$ cat src/common/rsw_pkg.sv
package rsw_pkg;
  // Avalon word byte addresses (SFR address times four)
  localparam logic [9:0] OFS_WATCHDOG_CONTROL = 10'h384;
  localparam logic [9:0] OFS_POWER_CONTROL = 10'h21c;
  localparam logic [9:0] OFS_FLASH_PROGRAM_CONTROL = 10'h394;
  localparam logic [9:0] OFS_RESET_STATUS = 10'h3f0;
  localparam logic [7:0] SFR_WATCHDOG_CONTROL = 8'he1;
  localparam logic [7:0] SFR_POWER_CONTROL = 8'h87;
  localparam logic [7:0] SFR_FLASH_PROGRAM_CONTROL = 8'he5;
  localparam logic [7:0] SFR_RESET_STATUS = 8'hfc;
  // Watchdog control fields
  localparam int WD_RUN_BIT = 5;
  localparam int WD_RESTART_BIT = 4;
  localparam int WD_IDLE_RUN_BIT = 3;
  // Power control fields
  localparam int PC_POWER_ON_FLAG_BIT = 4;
  localparam logic [7:0] PC_WRITE_MASK = 8'hdf;
  // Flash program control fields
  localparam int FP_ACCESS_EN_BIT = 7;
  localparam int FP_BOOT_SEL_BIT = 6;
  localparam int FP_SW_RESET_BIT = 5;
  localparam logic [7:0] FP_WRITE_MASK = 8'he7;
  // Reset values
  localparam logic [7:0] WD_CTRL_RESET = 8'h00;
  localparam logic [7:0] PC_RESET = 8'h00;
  localparam logic [7:0] FP_RESET = 8'h00;
  // Timing
  localparam int CLK_HZ = 200_000_000;
  localparam int POR_DELAY_CLOCKS = 32768;
  localparam int LONG_DELAY_MS = 400;
  localparam int LONG_DELAY_CYCLES = (CLK_HZ / 1000) * LONG_DELAY_MS;
  localparam int N_CLK12 = 12;
  localparam int N_CLK6 = 6;
  localparam int PRESCALE_W = 8;
  localparam int COUNT_W = 15;

  typedef enum logic [1:0] {ST_HOLD, ST_LONG, ST_RUN} rsw_phase_e;

  typedef struct packed {
    logic [9:0] address;
    logic read;
    logic write;
    logic [31:0] writedata;
    logic [3:0] byteenable;
  } rsw_bus_req_s;

  typedef struct packed {
    logic [31:0] readdata;
    logic waitrequest;
    logic readdatavalid_unused;
  } rsw_bus_rsp_s;
endpackage

$ cat src/rsw_reset_watchdog.sv
`timescale 1ns/1ps
module rsw_reset_watchdog
  import rsw_pkg::*;
#(
  parameter int LONG_DELAY = LONG_DELAY_CYCLES,
  parameter int POR_DELAY = POR_DELAY_CLOCKS
) (
  // Clock and reset; resetn is the power-on detector output
  input wire logic clk_sys,
  input wire logic resetn,
  // Reset pin level, already synchronous; high means reset
  input wire logic reset_pin,
  // Core status and option
  input wire logic core_idle,
  input wire logic core_clk6_mode,
  input wire logic long_delay_option,
  // Avalon-MM slave
  input wire logic [9:0] avs_address,
  input wire logic avs_read,
  input wire logic avs_write,
  input wire logic [31:0] avs_writedata,
  input wire logic [3:0] avs_byteenable,
  output logic [31:0] avs_readdata,
  output logic avs_waitrequest,
  // System outputs
  output logic sys_reset,
  output logic boot_from_isp,
  output logic flash_access_enable,
  output logic [2:0] flash_wait_select,
  output logic [7:0] power_control_out
);

  typedef struct packed {
    rsw_phase_e phase;
    logic [31:0] hold_count;
    logic [7:0] watchdog_control;
    logic [7:0] power_control;
    logic [7:0] flash_program_control;
    logic [PRESCALE_W-1:0] prescale_count;
    logic [COUNT_W-1:0] wd_count;
    logic [3:0] mcycle_count;
    logic sw_reset_pending;
    logic wd_reset_pending;
    logic [3:0] last_cause;
    logic [31:0] readdata;
    logic waitrequest;
    logic sys_reset;
  } rsw_state_s;

  rsw_state_s state;
  rsw_state_s next_state;

  logic [7:0] wd_fields;
  logic [8:0] prescale_div;
  logic [3:0] n_sel;
  logic wd_tick;
  logic wd_overflow;
  logic wd_counting;
  logic access;
  logic wr_low;
  logic [7:0] wbyte;

  always_comb begin
    wd_fields = state.watchdog_control;
    prescale_div = 9'h002 << wd_fields[2:0];
    n_sel = core_clk6_mode ? 4'(N_CLK6) : 4'(N_CLK12);
    access = (avs_read || avs_write) && state.waitrequest;
    // Write lands at the answer edge, where the master sees waitrequest low
    wr_low = avs_write && !state.waitrequest && avs_byteenable[0];
    wbyte = avs_writedata[7:0];
    // Run bit plus idle gating decide whether time advances
    wd_counting = wd_fields[WD_RUN_BIT] && (!core_idle || wd_fields[WD_IDLE_RUN_BIT]);
    // Prescaler advances once per machine cycle (N clocks), so interval is N*pre*32768
    wd_tick = wd_counting && (state.mcycle_count == n_sel - 4'h1)
      && ({1'b0, state.prescale_count} == prescale_div - 9'h001);
    wd_overflow = wd_tick && (state.wd_count == {COUNT_W{1'b1}});
  end

  always_comb begin
    next_state = state;
    next_state.waitrequest = 1'b1;
    // One wait state: waitrequest drops in the cycle after the request is seen
    if (access) begin
      next_state.waitrequest = 1'b0;
      next_state.readdata = 32'h0000_0000;
      if (avs_read) begin
        case (avs_address)
          OFS_WATCHDOG_CONTROL: next_state.readdata = {24'h000000, state.watchdog_control};
          OFS_POWER_CONTROL: next_state.readdata = {24'h000000, state.power_control};
          OFS_FLASH_PROGRAM_CONTROL:
            next_state.readdata = {24'h000000, state.flash_program_control};
          OFS_RESET_STATUS: next_state.readdata = {28'h0000000, state.last_cause};
          default: next_state.readdata = 32'h0000_0000;
        endcase
      end
    end
    // Machine cycle and watchdog timebase
    if (wd_counting) begin
      next_state.mcycle_count = (state.mcycle_count == n_sel - 4'h1) ? 4'h0
        : state.mcycle_count + 4'h1;
      if (state.mcycle_count == n_sel - 4'h1) begin
        if ({1'b0, state.prescale_count} == prescale_div - 9'h001) begin
          next_state.prescale_count = '0;
          next_state.wd_count = state.wd_count + 15'h0001;
        end else begin
          next_state.prescale_count = state.prescale_count + 8'h01;
        end
      end
    end
    if (wd_overflow) begin
      next_state.wd_reset_pending = 1'b1;
    end
    // Restart bit never stores; it zeroes the count
    next_state.watchdog_control[WD_RESTART_BIT] = 1'b0;
    if (wr_low && avs_address == OFS_WATCHDOG_CONTROL) begin
      next_state.watchdog_control = {2'b00, wbyte[5], 1'b0, wbyte[3:0]};
      if (wbyte[WD_RESTART_BIT]) begin
        next_state.wd_count = '0;
        next_state.prescale_count = '0;
        next_state.mcycle_count = '0;
      end
      if (!wbyte[WD_RUN_BIT]) begin
        next_state.wd_count = '0;
        next_state.prescale_count = '0;
      end
    end
    if (wr_low && avs_address == OFS_POWER_CONTROL) begin
      // Flag can only be cleared by writing zero, never set by software
      next_state.power_control = (wbyte & PC_WRITE_MASK & ~8'h10)
        | (wbyte & state.power_control & 8'h10);
    end
    if (wr_low && avs_address == OFS_FLASH_PROGRAM_CONTROL) begin
      next_state.flash_program_control = wbyte & FP_WRITE_MASK;
      if (wbyte[FP_SW_RESET_BIT]) begin
        next_state.sw_reset_pending = 1'b1;
      end
    end
    // Reset sequencing
    case (state.phase)
      ST_HOLD: begin
        next_state.sys_reset = 1'b1;
        if (state.hold_count >= 32'(POR_DELAY - 1)) begin
          next_state.hold_count = '0;
          next_state.phase = long_delay_option ? ST_LONG : ST_RUN;
          next_state.sys_reset = long_delay_option;
        end else begin
          next_state.hold_count = state.hold_count + 32'h1;
        end
      end
      ST_LONG: begin
        next_state.sys_reset = 1'b1;
        if (state.hold_count >= 32'(LONG_DELAY - 1)) begin
          next_state.hold_count = '0;
          next_state.phase = ST_RUN;
          next_state.sys_reset = 1'b0;
        end else begin
          next_state.hold_count = state.hold_count + 32'h1;
        end
      end
      ST_RUN: begin
        next_state.sys_reset = 1'b0;
        if (reset_pin || state.wd_reset_pending || state.sw_reset_pending) begin
          next_state.sys_reset = 1'b1;
          next_state.last_cause = {1'b0, state.sw_reset_pending, state.wd_reset_pending,
            reset_pin};
          next_state.phase = reset_pin ? ST_RUN : ST_HOLD;
          next_state.hold_count = '0;
          next_state.wd_reset_pending = 1'b0;
          next_state.sw_reset_pending = 1'b0;
          // Boot choice and power-on flag survive this reset
          next_state.watchdog_control = WD_CTRL_RESET;
          next_state.flash_program_control = (state.flash_program_control
            & (8'h01 << FP_BOOT_SEL_BIT));
          next_state.power_control = state.power_control & 8'h10;
          next_state.wd_count = '0;
          next_state.prescale_count = '0;
          next_state.mcycle_count = '0;
        end
      end
      default: begin
        next_state.phase = ST_HOLD;
        next_state.sys_reset = 1'b1;
      end
    endcase
    // Pin-driven reset stays asserted while the pin is high, without a long hold
  end

  always_ff @(posedge clk_sys) begin
    if (!resetn) begin
      // Power-on detect: rest cleared, flag set, last cause set to 8, sys_reset and waitrequest high, hold counter restarts
      state <= '0;
      state.phase <= ST_HOLD;
      state.sys_reset <= 1'b1;
      state.power_control <= PC_RESET | 8'h10;
      state.watchdog_control <= WD_CTRL_RESET;
      state.flash_program_control <= FP_RESET;
      state.last_cause <= 4'h8;
      state.waitrequest <= 1'b1;
    end else begin
      state <= next_state;
    end
  end

  assign avs_readdata = state.readdata;
  assign avs_waitrequest = state.waitrequest;
  assign sys_reset = state.sys_reset;
  assign boot_from_isp = state.flash_program_control[FP_BOOT_SEL_BIT];
  assign flash_access_enable = state.flash_program_control[FP_ACCESS_EN_BIT];
  assign flash_wait_select = state.flash_program_control[2:0];
  assign power_control_out = state.power_control;

endmodule
$ cat config.mk
export PLATFORM = sky130hd
export DESIGN_NAME = rsw_reset_watchdog
export DESIGN_NICKNAME = d
export VERILOG_FILES = /design/src/common/rsw_pkg.sv /design/src/rsw_reset_watchdog.sv
export SDC_FILE = /design/constraint.sdc
export NUM_CORES = 1
export LEC_CHECK = 0
export BUFFER_PORTS_ARGS = -buffer_cell sky130_fd_sc_hd__buf_2
export CELL_PAD_IN_SITES_DETAIL_PLACEMENT = 0
export CELL_PAD_IN_SITES_GLOBAL_PLACEMENT = 1
export CORE_UTILIZATION = 30
export DETAILED_ROUTE_END_ITERATION = 8
export PLACE_DENSITY = 0.67
export SLEW_MARGIN = 20
export SYNTH_ARGS = -nofsm -noshare
export SYNTH_HDL_FRONTEND = slang
export SYNTH_SLANG_ARGS = --single-unit
$ cat constraint.sdc
create_clock -name clk_sys -period 4.36 [get_ports clk_sys]
set_input_delay 0.872 -clock clk_sys [delete_from_list [all_inputs] [get_ports clk_sys]]
set_output_delay 0.872 -clock clk_sys [all_outputs]
set_load 0.05 [all_outputs]
==> qor.csv, run 1 <==
metric,value,unit
syn_avg_cell_area,8.02,um2
die-area,0.0189,mm2
cts_buffers,9,
cts-hold-fix-buffers,0,
netlist_area,0.00551,mm2
period_needed,2.97,ns
core_area,0.0180,mm2
pwr-share-comb,6.3,%
start_util,30.7,%
htreeDepth,3,
synth_compound_area_share,15.3,%
synthAdderAreaFrac,1.82,%
gp_congestion,0.826,
antenna_found_initial,0,
cts_resized,0,
die_w,137,um
min_from,avs_waitrequest,
vias_per_cell,5.16,
rsz0062_at_grt,no,
io_buffers,49,
endpoint_kind,flip-flop,
outcome,"finished, final reports clean",
grt_pass1_wl,22.9,mm
worstSetupPathType,flip-flop to flip-flop,
overflow,0,
synth_top_family_by_area,simple AND/OR/NAND/NOR gates,
syn_inst,687,
clock_sinks,100,
remaining_drc_errors,0,
clkPwrFrac,42.7,%
yosysSeqAreaShare,36.4,%
hold_viol,0,
final_common_cell,dfxtp_1,
grt_max_degree,34,
synth_cell_types,58,
slew_headroom,40.4,%
peakVddDrop,0.197,mV
timing.rr.end,state[103],
rows,49,
power_density,301,mW/mm2
hold_end,avs_waitrequest,
layout-drive-gt1-share,13.1,%
ys_warn_count,0,
muxShareOfSynthArea,3.52,%
p_leak,2.12,nW
worstHoldPathType,flip-flop to flip-flop,
grt.total_usage,15.7,%
cts_tree,done,
clk_latency,0.35,ns
vias,4849,
r2r_start,state[119],
cp.required,4.57,ns
cp_max_fo,14,
final_cell_mix,"dfxtp_1 (100), nand2_1 (83), nand3_1 (57), buf_2 (49), nor2_1 (46)",
tns,0,ns
arrival,3.18,ns
setup_slack,1.39,ns
synth_seq_cells,100,
post_cts_buffers,0,
ctsRootBufferMaster,clkbuf_16,
syn_to_final_growth,8.86,%
pwr-share-seq,50.9,%
die_h,137,um
start_kind,flip-flop,
ff2ff_setup_slack,1.39,ns
ant_nets,0,
synth-async-reset-ratio,0,%
r2r_cells,6,
max_cap_viol_count,0,
fmax,337,MHz
fin_util,33.4,%
synth-xor-area-share,3.50,%
fin_nets,768,
initialDrtViolationCount,244,
setup_violations,0,
worst_slew_pin_slew,0.887,ns
path_clk_slew,0.07,ns
slew_violations,0,
avgRoutedWirePerCell,14.9,um
pre_cts_ws,1.38,ns
clock_path_buffers,2,
dr.pass1.iters,4,
io_pins,101,
synthSimpleGateAreaFrac,29.5,%
grt_pass1_vias,4722,
synthFlopType,dfxtp_1,
holdPathStages,1,
min_period_over_period,68.1,%
internal_power,1.35,mW
synth-edff-count,0,
diodes,0,
wl,14.0,mm
skew,0.00782,ns
switching_share,25.4,%
p_sw,459,uW
dpl.hpwl,10.2,mm
startpoint,state[119],
## state kept, by name, summed over array words and instances, names as in the netlist
name,cells
state,70
avs_readdata,8
power_control_out,8
wd_fields,7
flash_wait_select,3
avs_waitrequest,1
boot_from_isp,1
flash_access_enable,1
sys_reset,1
## layout make-up
| cell class | count | area [um2] |
|---|---|---|
| Fill cell | 1918 | 12000 |
| Inverter | 18 | 67.6 |
| Timing Repair Buffer | 57 | 305 |
| Clock inverter | 4 | 33.8 |
| Multi-Input combinational cell | 520 | 3050 |
| Clock buffer | 12 | 246 |
| Tap cell | 229 | 287 |
| Sequential cell | 100 | 2000 |
## cell usage after synthesis, drive strengths merged (4+ instances only)
master	number	area share, %
inv	18	1.2
a22oi	9	1.2
nor3	19	1.7
a21oi	44	4.0
a21boi	8	1.1
nor2	47	3.2
o31ai	6	0.82
and2	10	1.1
ha	8	1.8
xor2	9	1.4
nand2	83	5.7
nand4	23	2.6
a211oi	4	0.64
and3	17	2.0
xnor2	13	2.1
dfxtp	100	36
and4	7	1.1
or2	4	0.45
clkbuf	20	1.4
mux2i	16	2.9
nor4	8	0.91
or3	13	1.5
buf	50	6.8
or4	5	0.82
o21ai	32	2.9
nor2b	6	0.68
a31o	4	0.64
nand3	57	5.2
o22ai	4	0.45
a31oi	4	0.45
## metal layers
| layer | GRT usage [%] | vias up | wire length, um |
|---|---|---|---|
| li1 | - | 2436 | - |
| met1 | 19.2 | 2317 | 6530 |
| met2 | 26.8 | 85 | 6940 |
| met4 | 5.07 | 0 | 132 |
| met3 | 3.94 | 11 | 439 |
| met5 | 0 | - | 0 |
## power groups by stage
stage               combinational [mW]  sequential [mW]  clock [mW]
global route                     0.124            0.920       0.838
CTS                              0.115            0.919       0.807
finish                           0.114            0.919       0.772
global placement                 0.113            0.940           0
detailed placement               0.115            0.941           0
floorplan                        0.101            0.942           0
## metrics by stage
step	cells	hold WS, ns	cell area (um2)	power [mW]
after floorplan	710	0.422	5590	1.04
after CTS	940	0.458	5990	1.84
after global placement	924	0.429	5710	1.05
final	940	0.453	5990	1.81
after detailed placement	924	0.440	5710	1.06
after global routing	940	0.472	5990	1.88
## cell families after synthesis
logic type | count (synthesis)
AOI/OAI and AO/OA | 131
buffers and inverters | 90
other | 1
xor gates and xnor gates | 22
and+or+nand+nor | 316
DFF | 100
adders and majority gates | 8
muxes | 19
## worst max-delay path, cell delays in order (launching register included)
cell and delay [ns]:
dfxtp_1 0.36, or4_4 0.56, or4_4 0.54, a2111oi_4 0.41, nor2_2 0.13, o311ai_4 0.65
o21ai_0 0.18
## worst max-delay path by stage
stage | depth (start not counted) | to
2_1_floorplan | 6 | flash_access_enable
3_3_place_gp | 6 | state[103]
3_5_place_dp | 6 | state[103]
4_1_cts | 6 | state[103]
5_1_grt | 6 | state[103]
6_report | 6 | state[103]
Power figures use the tool's default switching activity.
==> run 2, diff against run 1 <==
Settings changed: PLACE_DENSITY 0.67 to 0.7.
Clock period 4.36 ns to 2.5 ns, I/O delays scaled along.
==> qor.csv, run 2 (same netlist as run 1, synthesis figures left out) <==
metric,value,unit,change
crit_top_cell,or4_4,,
path_cells,"or4_4, or4_4, a2111oi_4, nor2_2, o311ai_4, buf_6, a21oi_2",,
largest_register,state,,
crit_cells,7,,+1
fmax,412,MHz,+22%
pwr-share-seq,48.5,%,-2.4 points
layout-drive-gt1-share,19.8,%,+6.7 points
clkPwrFrac,45.0,%,+2.3 points
diodes,0,,unchanged
power_density,512,mW/mm2,+70%
largest_reg_flops,70,,unchanged
endpoint_kind,flip-flop,,
stdcell_count,986,,+4.9%
r2r_start,state[121],,
crit_slowest_cell,or4_4,,
path_clk_slew,0.08,ns,about the same
avgRoutedWirePerCell,14.2,um,-4.8%
start_kind,flip-flop,,
setup_violations,0,,unchanged
final_cell_mix,"dfxtp_1 (99), nand2_1 (83), nand3_1 (57), buf_2 (49), buf_4 (48)",,
remaining_drc_errors,0,,unchanged
dp_cells,965,,+4.4%
die_h,137,um,unchanged
die-area,0.0189,mm2,unchanged
ant_nets,0,,unchanged
max_cap_viol_count,0,,unchanged
wl,14.0,mm,-0.19%
slew_violations,0,,unchanged
htreeDepth,3,,unchanged
cts_buffers,9,,unchanged
worst_slew_pin_slew,0.618,ns,-0.269 ns
gp_congestion,0.803,,-2.7%
dpl.hpwl,10.2,mm,-0.19%
path_buf_inv,1,,+1
grt_pass1_wl,23.0,mm,+0.36%
vias,4986,,+2.8%
postPlaceCellArea,0.00603,mm2,+5.6%
worstSetupEndpoint,state[116],,
switching_share,25.2,%,-0.20 points
core_area,0.0180,mm2,unchanged
fin_area,0.00646,mm2,+7.7%
slew_headroom,58.5,%,+18 points
initialDrtViolationCount,334,,+37%
critPathTopFamily,simple AND/OR/NAND/NOR gates,,
clock_sinks,100,,unchanged
syn_to_final_growth,17.2,%,
worstHoldPathType,primary input to flip-flop,,
period_needed,2.43,ns,-0.541 ns
p_sw,833,uW,+81%
fin_nets,814,,+6.0%
outcome,"finished, final reports clean",,
overflow,0,,unchanged
r2r_cells,7,,+1
rsz0062_at_grt,no,,
skew,0.0162,ns,+0.00834 ns
dr.pass1.iters,5,,+1
arrival,2.67,ns,-0.51 ns
rows,49,,unchanged
io_pins,101,,unchanged
min_period_over_period,97.0,%,+29 points
worstSetupPathType,flip-flop to flip-flop,,
internal_power,2.47,mW,+83%
peakVddDrop,0.368,mV,+86%
cpPeakStageDelay,0.53,ns,-0.12 ns
startpoint,state[121],,
grt.total_usage,15.5,%,-0.22 points
hold_slack,0.365,ns,-0.0883 ns
ctsRootBufferMaster,clkbuf_16,,
vias_per_cell,5.06,,-2.0%
hold_viol,0,,unchanged
cp_max_fo,5,,-9
clock_path_buffers,2,,unchanged
timing.rr.end,state[116],,
p_leak,2.38,nW,+12%
clk_latency,0.36,ns,about the same
cts_tree,done,,
ff2ff_setup_slack,0.07,ns,-1.32 ns
start_util,30.7,%,unchanged
grt_pass1_vias,4438,,-6.0%
die_w,137,um,unchanged
io_buffers,49,,unchanged
antenna_found_initial,0,,unchanged
final_common_cell,dfxtp_1,,
grt_max_degree,21,,-38%
pwr-share-comb,6.5,%,+0.2 points
cp.required,2.74,ns,-1.83 ns
-- run 2: area by class of cell --
cell class | instances | area, um2
Clock buffer | 10 | 239
Clock inverter | 6 | 76.3
Fill cell | 1911 | 11500
Inverter | 18 | 67.6
Multi-Input combinational cell | 520 | 3100
Sequential cell | 100 | 2000
Tap cell | 229 | 287
Timing Repair Buffer | 103 | 682
-- run 2: worst min path at each step --
stage,from,endpoint,slack (ns),depth (start not counted)
2_1_floorplan,state[37],state[37],0.42,2
3_3_place_gp,state[37],state[37],0.43,2
3_5_place_dp,state[37],state[37],0.44,2
4_1_cts,avs_read,avs_waitrequest,0.35,2
5_1_grt,avs_read,avs_waitrequest,0.38,2
6_report,avs_read,avs_waitrequest,0.36,2
-- run 2: power by group through the flow --
| stage | clock network [mW] | logic [mW] | registers [mW] |
|---|---|---|---|
| floorplan | 0 | 0.176 | 1.64 |
| detailed placement | 0 | 0.209 | 1.64 |
| global route | 1.60 | 0.232 | 1.60 |
| global placement | 0 | 0.210 | 1.64 |
| finish | 1.49 | 0.215 | 1.60 |
| CTS | 1.53 | 0.213 | 1.60 |
-- run 2: routing by layer --
layer	GRT usage (%)	wire length, um	vias to the layer above	part of all wire (%)
met1	22.1	7160	2345	51
met5	0	0	-	0
met4	3.97	139	0	0.99
met3	3.72	481	11	3.4
li1	-	-	2536	-
met2	23.1	6230	94	44
-- run 2: timing repair --
item,4_1_cts,5_1_grt
gates resized for setup,12,4
endpoints found under the setup margin,18,31
cloned,1,0
buffers inserted,2,2
pin swaps,17,1
hold buffers,0,0
-- run 2: per-stage QoR --
| step | utilization (%) | power [mW] | setup TNS [ns] | worst slack [ns] |
|---|---|---|---|---|
| global route | 35.9 | 3.43 | 0 | 0.00293 |
| global placement | 33.6 | 1.85 | -0.0601 | -0.0183 |
| floorplan | - | 1.82 | 0 | 0.0812 |
| CTS | 35.7 | 3.34 | -0.480 | -0.0588 |
| finish | 35.9 | 3.30 | 0 | 0.0741 |
| detailed placement | 33.6 | 1.85 | -0.441 | -0.0755 |
